--- config.mk ---
export PLATFORM = sky130hd
export DESIGN_NAME = ligc_regs
export DESIGN_NICKNAME = d
export VERILOG_FILES = /design/src/design/ligc_pkg.sv /design/src/design/ligc_regs.sv
export SDC_FILE = /design/constraint.sdc
export NUM_CORES = 1
export LEC_CHECK = 0
export BUFFER_PORTS_ARGS = -buffer_cell sky130_fd_sc_hd__buf_2
export CAP_MARGIN = 5
export CELL_PAD_IN_SITES_DETAIL_PLACEMENT = 0
export CELL_PAD_IN_SITES_GLOBAL_PLACEMENT = 1
export CORE_UTILIZATION = 35
export DETAILED_ROUTE_END_ITERATION = 10
export GPL_ROUTABILITY_DRIVEN = 0
export GPL_TIMING_DRIVEN = 1
export PLACE_DENSITY = 0.71
export SETUP_SLACK_MARGIN = 0.15
export SLEW_MARGIN = 0
export SYNTH_ARGS = -nofsm -noshare
export SYNTH_HDL_FRONTEND = slang
export SYNTH_SLANG_ARGS = --single-unit
--- constraint.sdc ---
create_clock -name CLK_I -period 2.26 [get_ports CLK_I]
set_clock_uncertainty 0.2 [all_clocks]
set_input_delay 0.339 -clock CLK_I [delete_from_list [all_inputs] [get_ports CLK_I]]
set_output_delay 0.339 -clock CLK_I [all_outputs]
set_load 0.01 [all_outputs]
--- src/design/ligc_pkg.sv ---
// Package: constants for the line-interface global control register bank
package ligc_pkg;

    // ------------------------------------------------------------------
    // Register indices (byte address = 4 * index)
    // ------------------------------------------------------------------
    localparam logic [11:0] IDX_GLOBAL_CTRL   = 12'hFE1;
    localparam logic [11:0] IDX_CLOCK_RATE    = 12'hFF0;
    localparam logic [11:0] IDX_CHAN_IRQ      = 12'hFF1;
    localparam logic [11:0] IDX_TX_SUPPLY_EN  = 12'hFF2;
    localparam logic [11:0] IDX_RX_SUPPLY_EN  = 12'hFF3;
    localparam logic [11:0] IDX_IRQ_STATUS    = 12'hFF4;
    localparam logic [11:0] IDX_IRQ_MASK      = 12'hFF5;
    localparam logic [13:0] ADDR_GLOBAL_CTRL  = {IDX_GLOBAL_CTRL, 2'b00};
    localparam logic [13:0] ADDR_CLOCK_RATE   = {IDX_CLOCK_RATE, 2'b00};
    localparam logic [13:0] ADDR_CHAN_IRQ     = {IDX_CHAN_IRQ, 2'b00};
    localparam logic [13:0] ADDR_TX_SUPPLY_EN = {IDX_TX_SUPPLY_EN, 2'b00};
    localparam logic [13:0] ADDR_RX_SUPPLY_EN = {IDX_RX_SUPPLY_EN, 2'b00};
    localparam logic [13:0] ADDR_IRQ_STATUS   = {IDX_IRQ_STATUS, 2'b00};
    localparam logic [13:0] ADDR_IRQ_MASK     = {IDX_IRQ_MASK, 2'b00};

    // ------------------------------------------------------------------
    // Field positions and reset values
    // ------------------------------------------------------------------
    localparam int          GLB_TX_EN_BIT   = 7;
    localparam int          GLB_RX_EN_BIT   = 6;
    localparam int          CHAN0_FLAG_BIT  = 0;
    localparam int          EVT_BAD_RATE    = 0;
    localparam int          EVT_CHAN0       = 1;
    localparam int          NUM_CHAN        = 8;
    localparam logic [3:0]  RST_CLOCK_RATE  = 4'h1;
    localparam logic [7:0]  RST_GLOBAL_CTRL = 8'h00;
    localparam logic [7:0]  RST_SUPPLY_EN   = 8'h00;
    localparam logic [1:0]  RST_IRQ         = 2'h0;

    // Decoded master clock rate
    typedef enum logic [2:0] {
        RATE_2048  = 3'b000,
        RATE_1544  = 3'b001,
        RATE_4096  = 3'b010,
        RATE_3088  = 3'b011,
        RATE_8192  = 3'b100,
        RATE_6176  = 3'b101,
        RATE_16384 = 3'b110,
        RATE_12352 = 3'b111
    } ligc_rate_e;

endpackage : ligc_pkg

--- src/design/ligc_regs.sv ---
// Module: global control register bank of the line-interface section
//
// Overview of operation
// - Select codes decode to eight master clock rates; 0010-0111 reserved.
// - Select field bits 3:0, read/write, resets to 0001; upper bits reserved.
// - Channel 0 interrupt indicator clears when its register is read.
// - Indicator sets on any channel 0 interrupt; reads 0 otherwise.
// - Transmit supply enable: bit n enables channel n, reset 0.
// - Receive supply enable: bit n enables channel n, reset 0.
// - Global transmit supply enable is bit 7 of the global control register.
// - Global receive supply enable is bit 6 of the global control register.
//
// ------------------------------------------------------------------
// Register map (byte address = 4 * index)
// ------------------------------------------------------------------
// Global control     : bits 7 and 6 gate all transmit / receive enables
// Clock rate select  : bits 3:0, decoded one cycle after a write
// Channel indicator  : bit 0, cleared by reading it
// Transmit enables   : one bit per channel
// Receive enables    : one bit per channel
// Interrupt status   : bit 0 reserved-rate event, bit 1 channel 0 event
// Interrupt mask     : same layout as the status register
//
// ------------------------------------------------------------------
// Bus timing
// ------------------------------------------------------------------
// Write address and data are held in one slot each, in either order.
// The response rises one cycle after both slots are full.
// A read is answered at the edge that takes its address.
// Only byte lane 0 carries data; upper read data is always zero.
// Unmapped addresses answer with a slave error and change nothing.
//
// ------------------------------------------------------------------
// Hazards
// ------------------------------------------------------------------
// An event in the cycle of a clear wins, so no event is lost.
// Reserved select codes run the 1.544 rate and raise a status event,
// since a wrong master clock leaves the device unusable.
// Clock enable low freezes everything, bus handshakes included;
// a master must not expect progress while it is low.
//
// ------------------------------------------------------------------
// Side outputs
// ------------------------------------------------------------------
// Decoded rate, reserved flag, gated enables and interrupt all come
// from flip-flops and trail the register write by one cycle.
module ligc_regs
    import ligc_pkg::*;
(
    input  wire logic        CLK_I,
    input  wire logic        RST_B_I,
    input  wire logic        CE_I,
    input  wire logic        CHAN0_IRQ_I,
    input  wire logic [15:0] S_AXI_AWADDR_I,
    input  wire logic        S_AXI_AWVALID_I,
    output logic             S_AXI_AWREADY_O,
    input  wire logic [31:0] S_AXI_WDATA_I,
    input  wire logic [3:0]  S_AXI_WSTRB_I,
    input  wire logic        S_AXI_WVALID_I,
    output logic             S_AXI_WREADY_O,
    output logic [1:0]       S_AXI_BRESP_O,
    output logic             S_AXI_BVALID_O,
    input  wire logic        S_AXI_BREADY_I,
    input  wire logic [15:0] S_AXI_ARADDR_I,
    input  wire logic        S_AXI_ARVALID_I,
    output logic             S_AXI_ARREADY_O,
    output logic [31:0]      S_AXI_RDATA_O,
    output logic [1:0]       S_AXI_RRESP_O,
    output logic             S_AXI_RVALID_O,
    input  wire logic        S_AXI_RREADY_I,
    output logic [3:0]       CLOCK_RATE_SEL_O,
    output logic [2:0]       CLOCK_RATE_O,
    output logic             CLOCK_RATE_BAD_O,
    output logic [7:0]       TX_SUPPLY_EN_O,
    output logic [7:0]       RX_SUPPLY_EN_O,
    output logic             IRQ_O
);

    // ------------------------------------------------------------------
    // State
    // ------------------------------------------------------------------
    typedef struct packed {
        logic             aw_got;
        logic [13:0]      aw_addr;
        logic             w_got;
        logic [7:0]       w_data;
        logic             w_lane0;
        logic             bvalid;
        logic [1:0]       bresp;
        logic             rvalid;
        logic [31:0]      rdata;
        logic [1:0]       rresp;
        logic [3:0]       rate_sel;
        logic [7:0]       glb_ctrl;
        logic [7:0]       tx_en;
        logic [7:0]       rx_en;
        logic             chan0_flag;
        logic [1:0]       irq_stat;
        logic [1:0]       irq_mask;
        logic [2:0]       rate;
        logic             rate_bad;
        logic [7:0]       tx_eff;
        logic [7:0]       rx_eff;
        logic             irq;
    } ligc_state_s;

    ligc_state_s s_q;
    ligc_state_s s_d;

    logic       wr_go;
    logic       rd_go;
    logic [1:0] evt;
    logic [7:0] wr_byte;

    // Global gate bits and per-channel gated enables
    logic       glb_tx;
    logic       glb_rx;
    logic [7:0] tx_gate;
    logic [7:0] rx_gate;

    // ------------------------------------------------------------------
    // Rate decode
    // ------------------------------------------------------------------
    // Reserved codes fall back to the reset rate and raise a warning event
    // Codes 1110 and 1111 alias the two lowest rates
    function automatic logic [3:0] decode_rate(input logic [3:0] sel);
        logic [3:0] r;
        r = {1'b0, RATE_1544};
        case (sel)
            4'h0, 4'hE: r = {1'b0, RATE_2048};
            4'h1, 4'hF: r = {1'b0, RATE_1544};
            4'h8:       r = {1'b0, RATE_4096};
            4'h9:       r = {1'b0, RATE_3088};
            4'hA:       r = {1'b0, RATE_8192};
            4'hB:       r = {1'b0, RATE_6176};
            4'hC:       r = {1'b0, RATE_16384};
            4'hD:       r = {1'b0, RATE_12352};
            default:    r = {1'b1, RATE_1544};
        endcase
        return r;
    endfunction

    // ------------------------------------------------------------------
    // Next state
    // ------------------------------------------------------------------
    // Write fires once both address and data have been captured
    assign wr_go = s_q.aw_got && s_q.w_got && !s_q.bvalid;
    assign rd_go = S_AXI_ARVALID_I && !s_q.rvalid;
    assign wr_byte = s_q.w_data;

    // ------------------------------------------------------------------
    // Per-channel enable gating
    // ------------------------------------------------------------------
    // A global bit gates all eight channels at once, so software can stop
    // every channel without rewriting the per-channel bits
    assign glb_tx = s_q.glb_ctrl[GLB_TX_EN_BIT];
    assign glb_rx = s_q.glb_ctrl[GLB_RX_EN_BIT];

    // One transmit and one receive gate per channel
    for (genvar ch = 0; ch < NUM_CHAN; ch++) begin : g_chan
        assign tx_gate[ch] = s_q.tx_en[ch] & glb_tx;
        assign rx_gate[ch] = s_q.rx_en[ch] & glb_rx;
    end

    always_comb begin
        logic [3:0] dec;
        dec = decode_rate(s_q.rate_sel);
        evt = '0;
        s_d = s_q;

        // Address and data channels accepted in either order
        if (S_AXI_AWVALID_I && !s_q.aw_got) begin
            s_d.aw_got  = 1'b1;
            s_d.aw_addr = S_AXI_AWADDR_I[13:0];  // Byte address, top ignored
        end
        if (S_AXI_WVALID_I && !s_q.w_got) begin
            s_d.w_got   = 1'b1;
            s_d.w_data  = S_AXI_WDATA_I[7:0];
            s_d.w_lane0 = S_AXI_WSTRB_I[0];
        end
        if (s_q.bvalid && S_AXI_BREADY_I) begin
            s_d.bvalid = 1'b0;
        end
        if (s_q.rvalid && S_AXI_RREADY_I) begin
            s_d.rvalid = 1'b0;
        end

        // Register writes; only byte lane 0 carries data
        if (wr_go) begin
            s_d.aw_got = 1'b0;
            s_d.w_got  = 1'b0;
            s_d.bvalid = 1'b1;
            s_d.bresp  = 2'b00;
            case (s_q.aw_addr)
                // Only bits 7 and 6 act; the rest are plain storage
                ADDR_GLOBAL_CTRL: begin
                    if (s_q.w_lane0) s_d.glb_ctrl = wr_byte;
                end
                ADDR_CLOCK_RATE: begin
                    if (s_q.w_lane0) s_d.rate_sel = wr_byte[3:0];
                end
                ADDR_CHAN_IRQ: begin
                    // Read-only; writes dropped
                end
                ADDR_TX_SUPPLY_EN: begin
                    if (s_q.w_lane0) s_d.tx_en = wr_byte;
                end
                ADDR_RX_SUPPLY_EN: begin
                    if (s_q.w_lane0) s_d.rx_en = wr_byte;
                end
                // Write one to clear; an event in the same cycle still wins
                ADDR_IRQ_STATUS: begin
                    if (s_q.w_lane0) s_d.irq_stat = s_q.irq_stat & ~wr_byte[1:0];
                end
                // Mask bits let each event reach the interrupt line
                ADDR_IRQ_MASK: begin
                    if (s_q.w_lane0) s_d.irq_mask = wr_byte[1:0];
                end
                default: s_d.bresp = 2'b10;  // SLVERR on unmapped address
            endcase
        end

        // Reads; indicator self-clears on read of its register
        if (rd_go) begin
            s_d.rvalid = 1'b1;
            s_d.rresp  = 2'b00;
            s_d.rdata  = '0;
            case (S_AXI_ARADDR_I[13:0])
                ADDR_GLOBAL_CTRL:  s_d.rdata[7:0] = s_q.glb_ctrl;
                ADDR_CLOCK_RATE:   s_d.rdata[3:0] = s_q.rate_sel;
                ADDR_CHAN_IRQ: begin
                    s_d.rdata[CHAN0_FLAG_BIT] = s_q.chan0_flag;
                    s_d.chan0_flag = 1'b0;
                end
                ADDR_TX_SUPPLY_EN: s_d.rdata[7:0] = s_q.tx_en;
                ADDR_RX_SUPPLY_EN: s_d.rdata[7:0] = s_q.rx_en;
                ADDR_IRQ_STATUS:   s_d.rdata[1:0] = s_q.irq_stat;
                ADDR_IRQ_MASK:     s_d.rdata[1:0] = s_q.irq_mask;
                default:           s_d.rresp      = 2'b10;
            endcase
        end

        // Events win over a clear in the same cycle
        evt[EVT_CHAN0]    = CHAN0_IRQ_I;
        evt[EVT_BAD_RATE] = dec[3] && !s_q.rate_bad;
        if (CHAN0_IRQ_I) s_d.chan0_flag = 1'b1;
        s_d.irq_stat = s_d.irq_stat | evt;

        // Registered outputs follow the programmed state
        s_d.rate     = dec[2:0];
        s_d.rate_bad = dec[3];
        s_d.tx_eff   = tx_gate;
        s_d.rx_eff   = rx_gate;
        s_d.irq      = |(s_q.irq_stat & s_q.irq_mask);
    end

    // ------------------------------------------------------------------
    // State register
    // ------------------------------------------------------------------
    // Clock enable freezes the whole bank, bus handshakes included
    always_ff @(posedge CLK_I or negedge RST_B_I) begin
        if (!RST_B_I) begin
            s_q          <= '0;
            s_q.rate_sel <= RST_CLOCK_RATE;
            s_q.glb_ctrl <= RST_GLOBAL_CTRL;
            s_q.tx_en    <= RST_SUPPLY_EN;
            s_q.rx_en    <= RST_SUPPLY_EN;
            s_q.irq_stat <= RST_IRQ;
            s_q.irq_mask <= RST_IRQ;
            s_q.rate     <= RATE_1544;
        end else if (CE_I) begin
            s_q <= s_d;
        end
    end

    // ------------------------------------------------------------------
    // Outputs
    // ------------------------------------------------------------------
    // Ready is high while the channel's holding slot is empty
    assign S_AXI_AWREADY_O  = !s_q.aw_got;
    assign S_AXI_WREADY_O   = !s_q.w_got;
    // Responses stand until the master takes them
    assign S_AXI_BVALID_O   = s_q.bvalid;
    assign S_AXI_BRESP_O    = s_q.bresp;
    assign S_AXI_ARREADY_O  = !s_q.rvalid;
    assign S_AXI_RVALID_O   = s_q.rvalid;
    assign S_AXI_RDATA_O    = s_q.rdata;
    assign S_AXI_RRESP_O    = s_q.rresp;

    // Side outputs for the line-interface logic
    assign CLOCK_RATE_SEL_O = s_q.rate_sel;
    assign CLOCK_RATE_O     = s_q.rate;
    assign CLOCK_RATE_BAD_O = s_q.rate_bad;
    assign TX_SUPPLY_EN_O   = s_q.tx_eff;
    assign RX_SUPPLY_EN_O   = s_q.rx_eff;

    // Level interrupt, high while an unmasked status bit is set
    assign IRQ_O            = s_q.irq;

endmodule // ligc_regs

==> metrics.txt, run 1 <==
core area=0.0122 mm2; Reg clk slew, reported paths=0.07 ns; Adder-Cell Fraction of Synth Area=0.840%; clock root cell=clkbuf_16; post-synthesis mux area share=15.5%; Synth warnings=0; Seq/Total Area, Yosys=51.0%; initial core utilization=36.6%; die width=between 100 and 150 um; clk_lat worst skew=between 0.3 and 0.4 ns; critical path fanouts, max=8; total track usage=15.8%; I/O pins=143; Post-Route WL=9.74 mm; ANT cells=0; Hold Path Class=in2reg; Starting DRT DRC Count=131; clock sink count=between 90 and 100; largest family of logic cells by synthesized area=multiplexers; setup_tns=0 ns; pre-CTS setup slack=0.0633 ns; post-synthesis compound-gate area fraction=8.68%; initial antenna violation count=0; largest net degree at the start of global routing=54; max_cap viols=0; outcome=complete, no violations; I/O Buffers=85; Final setup viols=0; H-tree levels=3; Via density=4.75; CTS tree=done; Final WS setup=0.152 ns; Residual DRC=0; actual slew at the worst max-slew pin=~0.50 ns; clk buf depth=2; Wirelength per Cell=15.3 um; power density over the cells=839 mW/mm2; layout cells sized above 1=39.4%; Die ar.=roughly 0.013 mm2; final design utilization=42.6%; drt first pass iters=6; final-stage net count=approximately 540; XOR/XNOR share of the synthesized area=less than 1%; Worst Path Arrival=~2.1 ns; Critical Path Sink Type=flip-flop; leak pwr=2.54 nW; HPWL Detailed=7.09 mm; Tmin final=2.11 ns; area grow syn2layout=16.4%; Syn Area/Cell=between 10 and 15 um2; crit path kind=reg2reg; RSZ-0062 raised after global routing=true; mapped cell area=0.00447 mm2; EDFF count, synth=0; Final Hold Vio Count=0; Worst setup SP type=flip-flop; cell row count=40; via count=approximately 3000; max-slew headroom at the worst pin=between 60% and 70%; vias in the first global route=3040; Fillers=1231; async set or reset register ratio after synthesis=100%; Synth Register Bits=91; Fmax=474 MHz; fin. max-slew vios=0; Die Y=between 100 and 150 um; gr ovfl total=0; distinct cell type count after synthesis=50; final worst-path cycle share=between 90% and 100%; Final ANT Viol Nets=0; main flop type after synthesis=dfrtp_1; first-pass GRT wire length=15.8 mm; total CTS buffers=9; simple-gate share of the synthesized area=10.2%; VDD IR max=514 uV; total power=~4.4 mW; Post-Synthesis Cells=~400; WP data required=2.28 ns
-- logic make-up after synthesis --
| kind of cell | count (synthesis) |
|---|---|
| buffers and inverters | 98 |
| flip-flops | 91 |
| AND/OR/NAND/NOR | 81 |
| AO/OA/AOI/OAI | 62 |
| multiplexers | 58 |
| adder cells (fa/ha/maj) | 3 |
| other | 1 |
| XOR/XNOR | 1 |
-- cell usage in the layout (no fill, tap or decap), types with 4 or more instances in the layout --
| cell | Yosys | layout |
|---|---|---|
| mux2_4 | 8 | 9 |
| inv_1 | 25 | 25 |
| buf_4 | 61 | 17 |
| o21ai_0 | 26 | 26 |
| conb_1 | 1 | 26 |
| a22oi_1 | 11 | 11 |
| clkbuf_16 | 0 | 9 |
| a21oi_1 | 8 | 8 |
| nand2_1 | 16 | 15 |
| nor2_1 | 13 | 11 |
| buf_2 | 0 | 84 |
| dfrtp_1 | 89 | 89 |
| mux2_2 | 44 | 44 |
| nand3_1 | 22 | 22 |
| nand4_1 | 4 | 4 |
-- worst max-delay path, stage by stage, from the launching register on --
cell,delay (ns)
dfrtp_1,0.41
nor4b_4,0.29
buf_4,0.16
and4_1,0.23
nand2_1,0.31
mux2_2,0.38
-- cells in the mapped netlist (4+ instances only) --
library cell / count / share of area, %
nor2_1: 13 / 1.1
clkbuf_1: 9 / 0.76
inv_1: 25 / 2.1
o21ai_0: 26 / 2.9
nand4_1: 4 / 0.56
nand2_1: 16 / 1.3
mux2_4: 8 / 2.7
mux2_1: 4 / 1.0
dfrtp_1: 89 / 50
nand3_1: 22 / 2.5
a21oi_1: 8 / 0.90
a22oi_1: 11 / 1.8
buf_4: 61 / 10
mux2_2: 44 / 11
-- state kept, by name, summed over array words and instances, names as in the netlist --
| signal | count |
|---|---|
| CLOCK_RATE_SEL_O | 4 |
| S_AXI_BRESP_O | 1 |
| CLOCK_RATE_BAD_O | 1 |
| S_AXI_RDATA_O | 8 |
| S_AXI_RVALID_O | 1 |
| RX_SUPPLY_EN_O | 8 |
| wr_byte | 8 |
| S_AXI_BVALID_O | 1 |
| s_q | 44 |
| CLOCK_RATE_O | 3 |
| TX_SUPPLY_EN_O | 8 |
| glb_rx | 1 |
| IRQ_O | 1 |
| S_AXI_RRESP_O | 1 |
| glb_tx | 1 |
-- area by class of cell --
| cell class | count | area (um2) | area share, % |
|---|---|---|---|
| well taps | 168 | 210 | 4.04 |
| clock buffers | 11 | 253 | 4.86 |
| repair buffers | 104 | 589 | 11.3 |
| inverters | 25 | 93.8 | 1.80 |
| clock inverters | 5 | 67.6 | 1.30 |
| multi-input cells | 231 | 1710 | 32.9 |
| flip-flops and latches | 91 | 2280 | 43.8 |
-- where the power goes --
part           switching [mW]  internal (mW)  total, mW
sequential              0.238           1.88       2.12
combinational           0.301          0.353      0.654
clock                   0.655          0.936       1.59
total                    1.19           3.17       4.36
-- routing by layer --
metal	routed length [um]	part of all wire (%)	GRT usage, %	vias to the layer above
met5	0	0	0	-
met4	138	1.4	5.37	0
met3	512	5.3	4.06	11
met2	4740	49	26.1	93
met1	4350	45	20.1	1491
li1	-	-	-	1423
-- stage by stage --
step	hold slack, ns	area [um2]	std cells
2_1_floorplan	-0.157	4560	420
3_3_place_gp	0.0565	4830	617
3_5_place_dp	0.0633	4830	617
4_1_cts	0.0181	5170	635
5_1_grt	0.0299	5200	635
6_report	0.0306	5200	635
-- worst paths after layout --
check | slack [ns] | end | from | depth (start not counted)
max | 0.15 | s_q[33] | s_q[107] | 5
min | 0.03 | s_q[102] | S_AXI_AWADDR_I[0] | 2
max reg2reg | 0.15 | s_q[33] | s_q[107] | 5
min reg2reg | 0.28 | S_AXI_RDATA_O[1] | S_AXI_RDATA_O[1] | 2
max in group asynchronous | 1.04 | s_q[39] | RST_B_I | 3
min in group asynchronous | 0.25 | IRQ_O | RST_B_I | 2
-- what timing repair did --
item,in CTS,in global routing
setup buffers,1,0
gates resized for setup,2,7
setup endpoints to repair,30,32
hold buffers,1,0
pin swaps,1,0
hold endpoints to repair,20,0
No activity file was read; power rests on OpenSTA's default activity.
==> run 2, diff against run 1 <==
Settings changed: CTS_CLUSTER_SIZE set to 30.
Clock period 2.26 ns to 2.55 ns, I/O delays scaled along.
==> metrics.txt, run 2 (synthesis gave the netlist of run 1 again) <==
outcome=complete, no violations; Hold Path Class=in2reg; final-stage net count=536 (-1.1%); Reg clk slew, reported paths=0.06 ns (about the same); WP data required=2.59 ns (+0.31 ns); Setup Buffers After CTS=0 (-1); actual slew at the worst max-slew pin=0.726 ns (+0.224 ns); core area=0.0122 mm2 (unchanged); Die Y=115 um (unchanged); NetSw=1.02 mW (-14%); via count=3012 (-0.20%); Starting DRT DRC Count=97 (-26%); critical path fanouts, max=4 (-4); Net Sw Frac=25.9% (-1.5 points); I/O Buffers=85 (unchanged); Fmax=456 MHz (-3.8%); pre-CTS setup slack=0.201 ns (+0.138 ns); Post-Route WL=9.83 mm (+0.92%); initial core utilization=36.6% (unchanged); Worst Path Arrival=2.23 ns (+0.10 ns); Final ANT Viol Nets=0 (unchanged); Critical Path End=s_q[23]; crit path kind=reg2reg; most flop-heavy register=s_q; RSZ-0062 raised after global routing=false; layout cells sized above 1=37.0% (-2.4 points); first-pass GRT wire length=15.9 mm (+0.66%); power density over the cells=767 mW/mm2 (-8.5%); drt first pass iters=4 (-2); CTS tree=done; commonest cells after routing, fill and taps aside=89 x dfrtp_1, 84 x buf_2, 44 x mux2_2, 26 x o21ai_0, 26 x conb_1; gr ovfl total=0 (unchanged); H-tree levels=3 (unchanged); power share of the clock group=37.8% (+1.3 points); largest net degree at the start of global routing=55 (+1.9%); flop-to-flop setup slack=0.36 ns (+0.21 ns); leak pwr=2.50 nW (-1.5%); max-slew headroom at the worst pin=51.6% (-15 points); I/O pins=143 (unchanged); VDD IR max=620 uV (+21%); worst reg2reg path depth=5 (unchanged); clock sink count=91 (unchanged); sequential share of power=48.0% (-0.6 points); clk_lat worst skew=0.35 ns (about the same); Largest register FFs=44 (unchanged); fin. max-slew vios=0 (unchanged); Final setup viols=0 (unchanged); placed inst area=0.00478 mm2 (-1.0%); total CTS buffers=9 (unchanged); vias in the first global route=3071 (+1.0%); ANT cells=0 (unchanged); clk buf depth=2 (unchanged); Residual DRC=0 (unchanged); Gate power share=14.2% (-0.8 points); Final Hold Vio Count=0 (unchanged); post-layout instance area=0.00514 mm2 (-1.3%); max_cap viols=0 (unchanged); Worst setup SP type=flip-flop; initial antenna violation count=0 (unchanged); cell row count=40 (unchanged); area grow syn2layout=14.9%; reg-to-reg startpoint=s_q[103]; Critical Path Sink Type=flip-flop; internal power=2.92 mW (-7.9%); commonest non-fill, non-tap cell in the layout=dfrtp_1; Via density=4.80 (+0.91%); Wirelength per Cell=15.6 um (+2.0%); setup_tns=0 ns (unchanged); total track usage=16.2% (+0.38 points); die width=115 um (unchanged); Die ar.=0.0132 mm2 (unchanged); Final WS setup=0.358 ns (+0.206 ns); clock root cell=clkbuf_16; Worst R2R End=s_q[23]; final worst-path cycle share=86.0% (-7.3 points); Tmin final=2.19 ns (+0.0841 ns); HPWL Detailed=7.10 mm (+0.21%); CP Launch Point=s_q[103]
run 2: area by class of cell:
cell class / instances / area [um2]
Clock buffer: 10 / 229
Clock inverter: 5 / 103
Fill cell: 1175 / 7080
Inverter: 25 / 93.8
Multi-Input combinational cell: 231 / 1690
Sequential cell: 91 / 2280
Tap cell: 168 / 210
Timing Repair Buffer: 98 / 528
run 2: through the flow:
stage / power (mW) / cells / utilization [%] / hold slack (ns)
2_1_floorplan: 2.25 / 420 / - / -0.113
3_3_place_gp: 2.43 / 612 / 39.1 / 0.267
3_5_place_dp: 2.47 / 612 / 39.1 / 0.274
4_1_cts: 3.98 / 628 / 41.9 / 0.0567
5_1_grt: 4.15 / 628 / 42.1 / 0.0555
6_report: 3.94 / 628 / 42.1 / 0.0679
run 2: worst min-delay path by stage:
stage / start / slack [ns] / cells past startpoint / end
CTS: S_AXI_AWADDR_I[6] / 0.06 / 2 / s_q[108]
global route: S_AXI_WDATA_I[4] / 0.06 / 2 / wr_byte[4]
detailed placement: S_AXI_BRESP_O[1] / 0.27 / 1 / S_AXI_BRESP_O[1]
global placement: S_AXI_RDATA_O[2] / 0.27 / 2 / S_AXI_RDATA_O[2]
finish: S_AXI_AWADDR_I[1] / 0.07 / 2 / s_q[103]
floorplan: RST_B_I / -0.11 / 0 / CLOCK_RATE_BAD_O
run 2: worst max-delay path: stages, from the launching register on:
cell	delay [ns]
dfrtp_1	0.40
nor4b_4	0.35
or4b_1	0.52
nor3_1	0.32
nand2_1	0.09
a32o_1	0.21
run 2: per-layer routing:
metal | vias up | global-route usage (%) | wire [um]
li1 | 1412 | - | -
met5 | - | 0 | 0
met3 | 9 | 5.90 | 631
met2 | 108 | 27.0 | 4830
met4 | 0 | 3.38 | 89
met1 | 1483 | 20.1 | 4270
run 2: timing repair:
action	in CTS	in global routing
hold endpoints to repair	49	0
endpoints found under the setup margin	0	9
resized for setup	0	2
hold buffers	1	0
run 2: power groups by stage:
stage          sequential [mW]  combinational [mW]  clock, mW
2_1_floorplan             1.83               0.423          0
3_3_place_gp              1.89               0.543          0
3_5_place_dp              1.91               0.564          0
4_1_cts                   1.88               0.567       1.54
5_1_grt                   1.92               0.634       1.60
6_report                  1.89               0.561       1.49
==> run 3, diff against run 2 <==
Settings changed: ABC_CLOCK_PERIOD_IN_PS set to 2000, PLACE_DENSITY 0.71 to 0.74.
Clock period 2.55 ns to 2 ns, I/O delays scaled along.
==> metrics.txt, run 3 (synthesis gave the netlist of run 1 again) <==
most flop-heavy register=s_q; commonest cells after routing, fill and taps aside=89 x dfrtp_1, 84 x buf_2, 36 x mux2_2, 29 x buf_4; area grow syn2layout=26.0%; failing checks=setup timing; ANT cells=0 (unchanged); Reg clk slew, reported paths=0.07 ns (about the same); max_cap viols=0 (unchanged); crit-path max cell delay=0.54 ns (+0.02 ns); first-pass GRT wire length=16.5 mm (+3.6%); pre-CTS setup slack=-0.193 ns (-0.393 ns); Worst setup SP type=flip-flop; die width=115 um (unchanged); Buffers & Inverters on Critical Path=1 (+1); Inst Count DP=631 (+3.1%); Critical Path Sink Type=flip-flop; worst reg2reg path depth=6 (+1); via count=3158 (+4.8%); worst hold start=S_AXI_RREADY_I; Post-Route WL=9.95 mm (+1.3%); initial core utilization=36.6% (unchanged); crit path kind=reg2reg; Final Hold Vio Count=0 (unchanged); crit-path leading delay family=simple AND/OR/NAND/NOR gates; power density over the cells=889 mW/mm2 (+16%); final-stage net count=578 (+7.8%); Final WS setup=-0.168 ns (-0.526 ns); CTS tree=done; worst path cell trace=nor4b_4, or4b_4, buf_6, nor3_4, nand2_1, a32o_1; Wirelength per Cell=14.8 um (-5.2%); cell row count=40 (unchanged); Hold EP=S_AXI_RVALID_O; layout cells sized above 1=41.0% (+4.0 points); outcome=complete, but fails checks; Starting DRT DRC Count=120 (+24%); I/O Buffers=85 (unchanged); Via density=4.71 (-1.9%); Die ar.=0.0132 mm2 (unchanged); reg-to-reg startpoint=s_q[103]; Worst R2R End=s_q[23]; Residual DRC=0 (unchanged); drt first pass iters=4 (unchanged); RSZ-0062 raised after global routing=true; commonest non-fill, non-tap cell in the layout=dfrtp_1; clock root cell=clkbuf_16; Die Y=115 um (unchanged); Global Route met2 Usage=26.7% (-0.28 points); post-layout instance area=0.00563 mm2 (+9.6%); Final ANT Viol Nets=0 (unchanged); met1 Usage GRT=20.4% (+0.29 points); Non-Filler Instances=671 (+6.8%); depth of the worst hold-timing path=4 (+2); sequential cell area=0.00228 mm2 (unchanged); H-tree levels=3 (unchanged); Hold Path Class=in2reg; VDD IR max=787 uV (+27%); slowest CP cell=or4b_4; placed inst area=0.00500 mm2 (+4.6%); Largest register FFs=44 (unchanged); met3 usage=4.90% (-1.0 points); total CTS buffers=9 (unchanged); I/O pins=143 (unchanged); flop-to-flop setup slack=-0.17 ns (-0.53 ns); Hold Slack=0.00350 ns (-0.0644 ns); Fillers=1156 (-1.6%); clk buf depth=2 (unchanged); clk_lat worst skew=0.34 ns (about the same); final worst-path cycle share=108% (+22 points); core area=0.0122 mm2 (unchanged); vias in the first global route=3267 (+6.4%); initial antenna violation count=0 (unchanged); final design utilization=46.1% (+4.0 points); Final setup viols=14 (+14); Fmax=461 MHz (+1.1%); Tmin final=2.17 ns (-0.0235 ns); fin. max-slew vios=0 (unchanged); Worst Path Arrival=2.20 ns (-0.03 ns); multi-input logic area=0.00180 mm2 (+6.4%); critical path fanouts, max=4 (unchanged); gr ovfl total=0 (unchanged); leak pwr=2.78 nW (+11%); Top Usage Layer GRT=met2; WP data required=2.03 ns (-0.56 ns); total track usage=16.3% (+0.12 points); HPWL Detailed=7.14 mm (+0.59%); largest net degree at the start of global routing=42 (-24%); clock sink count=91 (unchanged)
run 3: cell types whose count changed in the layout (fill, tap and decap cells not counted), sizes merged:
cell	delta
bufinv	-2
clkinvlp	+1
buf	+21
dlygate4sd3	+21
clkbuf	+1
inv	+1
run 3: area by class of cell:
| type | instances | share of cell area, % |
|---|---|---|
| repair buffers | 140 | 16.7 |
| flip-flops and latches | 91 | 40.5 |
| multi-input cells | 231 | 32.0 |
| clock inverters | 5 | 1.11 |
| well taps | 168 | 3.73 |
| clock buffers | 11 | 4.31 |
| inverters | 25 | 1.67 |
run 3: worst max-delay path by stage:
stage / startpoint / end / slack (ns) / cells after the start
floorplan: S_AXI_BVALID_O / glb_rx / -0.13 / 7
CTS: s_q[107] / CLOCK_RATE_SEL_O[1] / -0.17 / 5
global placement: s_q[103] / CLOCK_RATE_SEL_O[1] / -0.13 / 5
finish: s_q[103] / s_q[23] / -0.17 / 6
detailed placement: s_q[103] / s_q[23] / -0.19 / 6
global route: s_q[103] / s_q[23] / -0.23 / 6
run 3: metrics by stage:
step	power, mW	TNS (ns)
after floorplan	2.90	-1.17
after global placement	3.20	-1.63
after detailed placement	3.24	-2.21
after CTS	5.04	-1.71
after global routing	5.25	-2.67
final	5.01	-1.68
run 3: report_power, final:
| group | switching (mW) | internal [mW] | leakage, nW |
|---|---|---|---|
| logic | 0.382 | 0.491 | 1.45 |
| registers | 0.280 | 2.13 | 1.19 |
| clock network | 0.718 | 1.01 | 0.142 |
run 3: worst register-to-register path: stages, from the launching register on:
cell,delay (ns)
dfrtp_1,0.40
nor4b_4,0.37
or4b_4,0.54
buf_6,0.14
nor3_4,0.12
nand2_1,0.07
a32o_1,0.20
run 3: repair_timing:
action,in CTS,in global routing
gates resized for setup,16,7
endpoints found under the hold margin,53,0
hold buffers,22,0
setup buffers,1,1
endpoints found under the setup margin,32,32
pin swaps,3,2
run 3: layer usage:
metal	vias to the layer above	wire, um
li1	1497	-
met1	1538	4450
met2	108	4680
met3	15	640
met4	0	178
met5	-	0
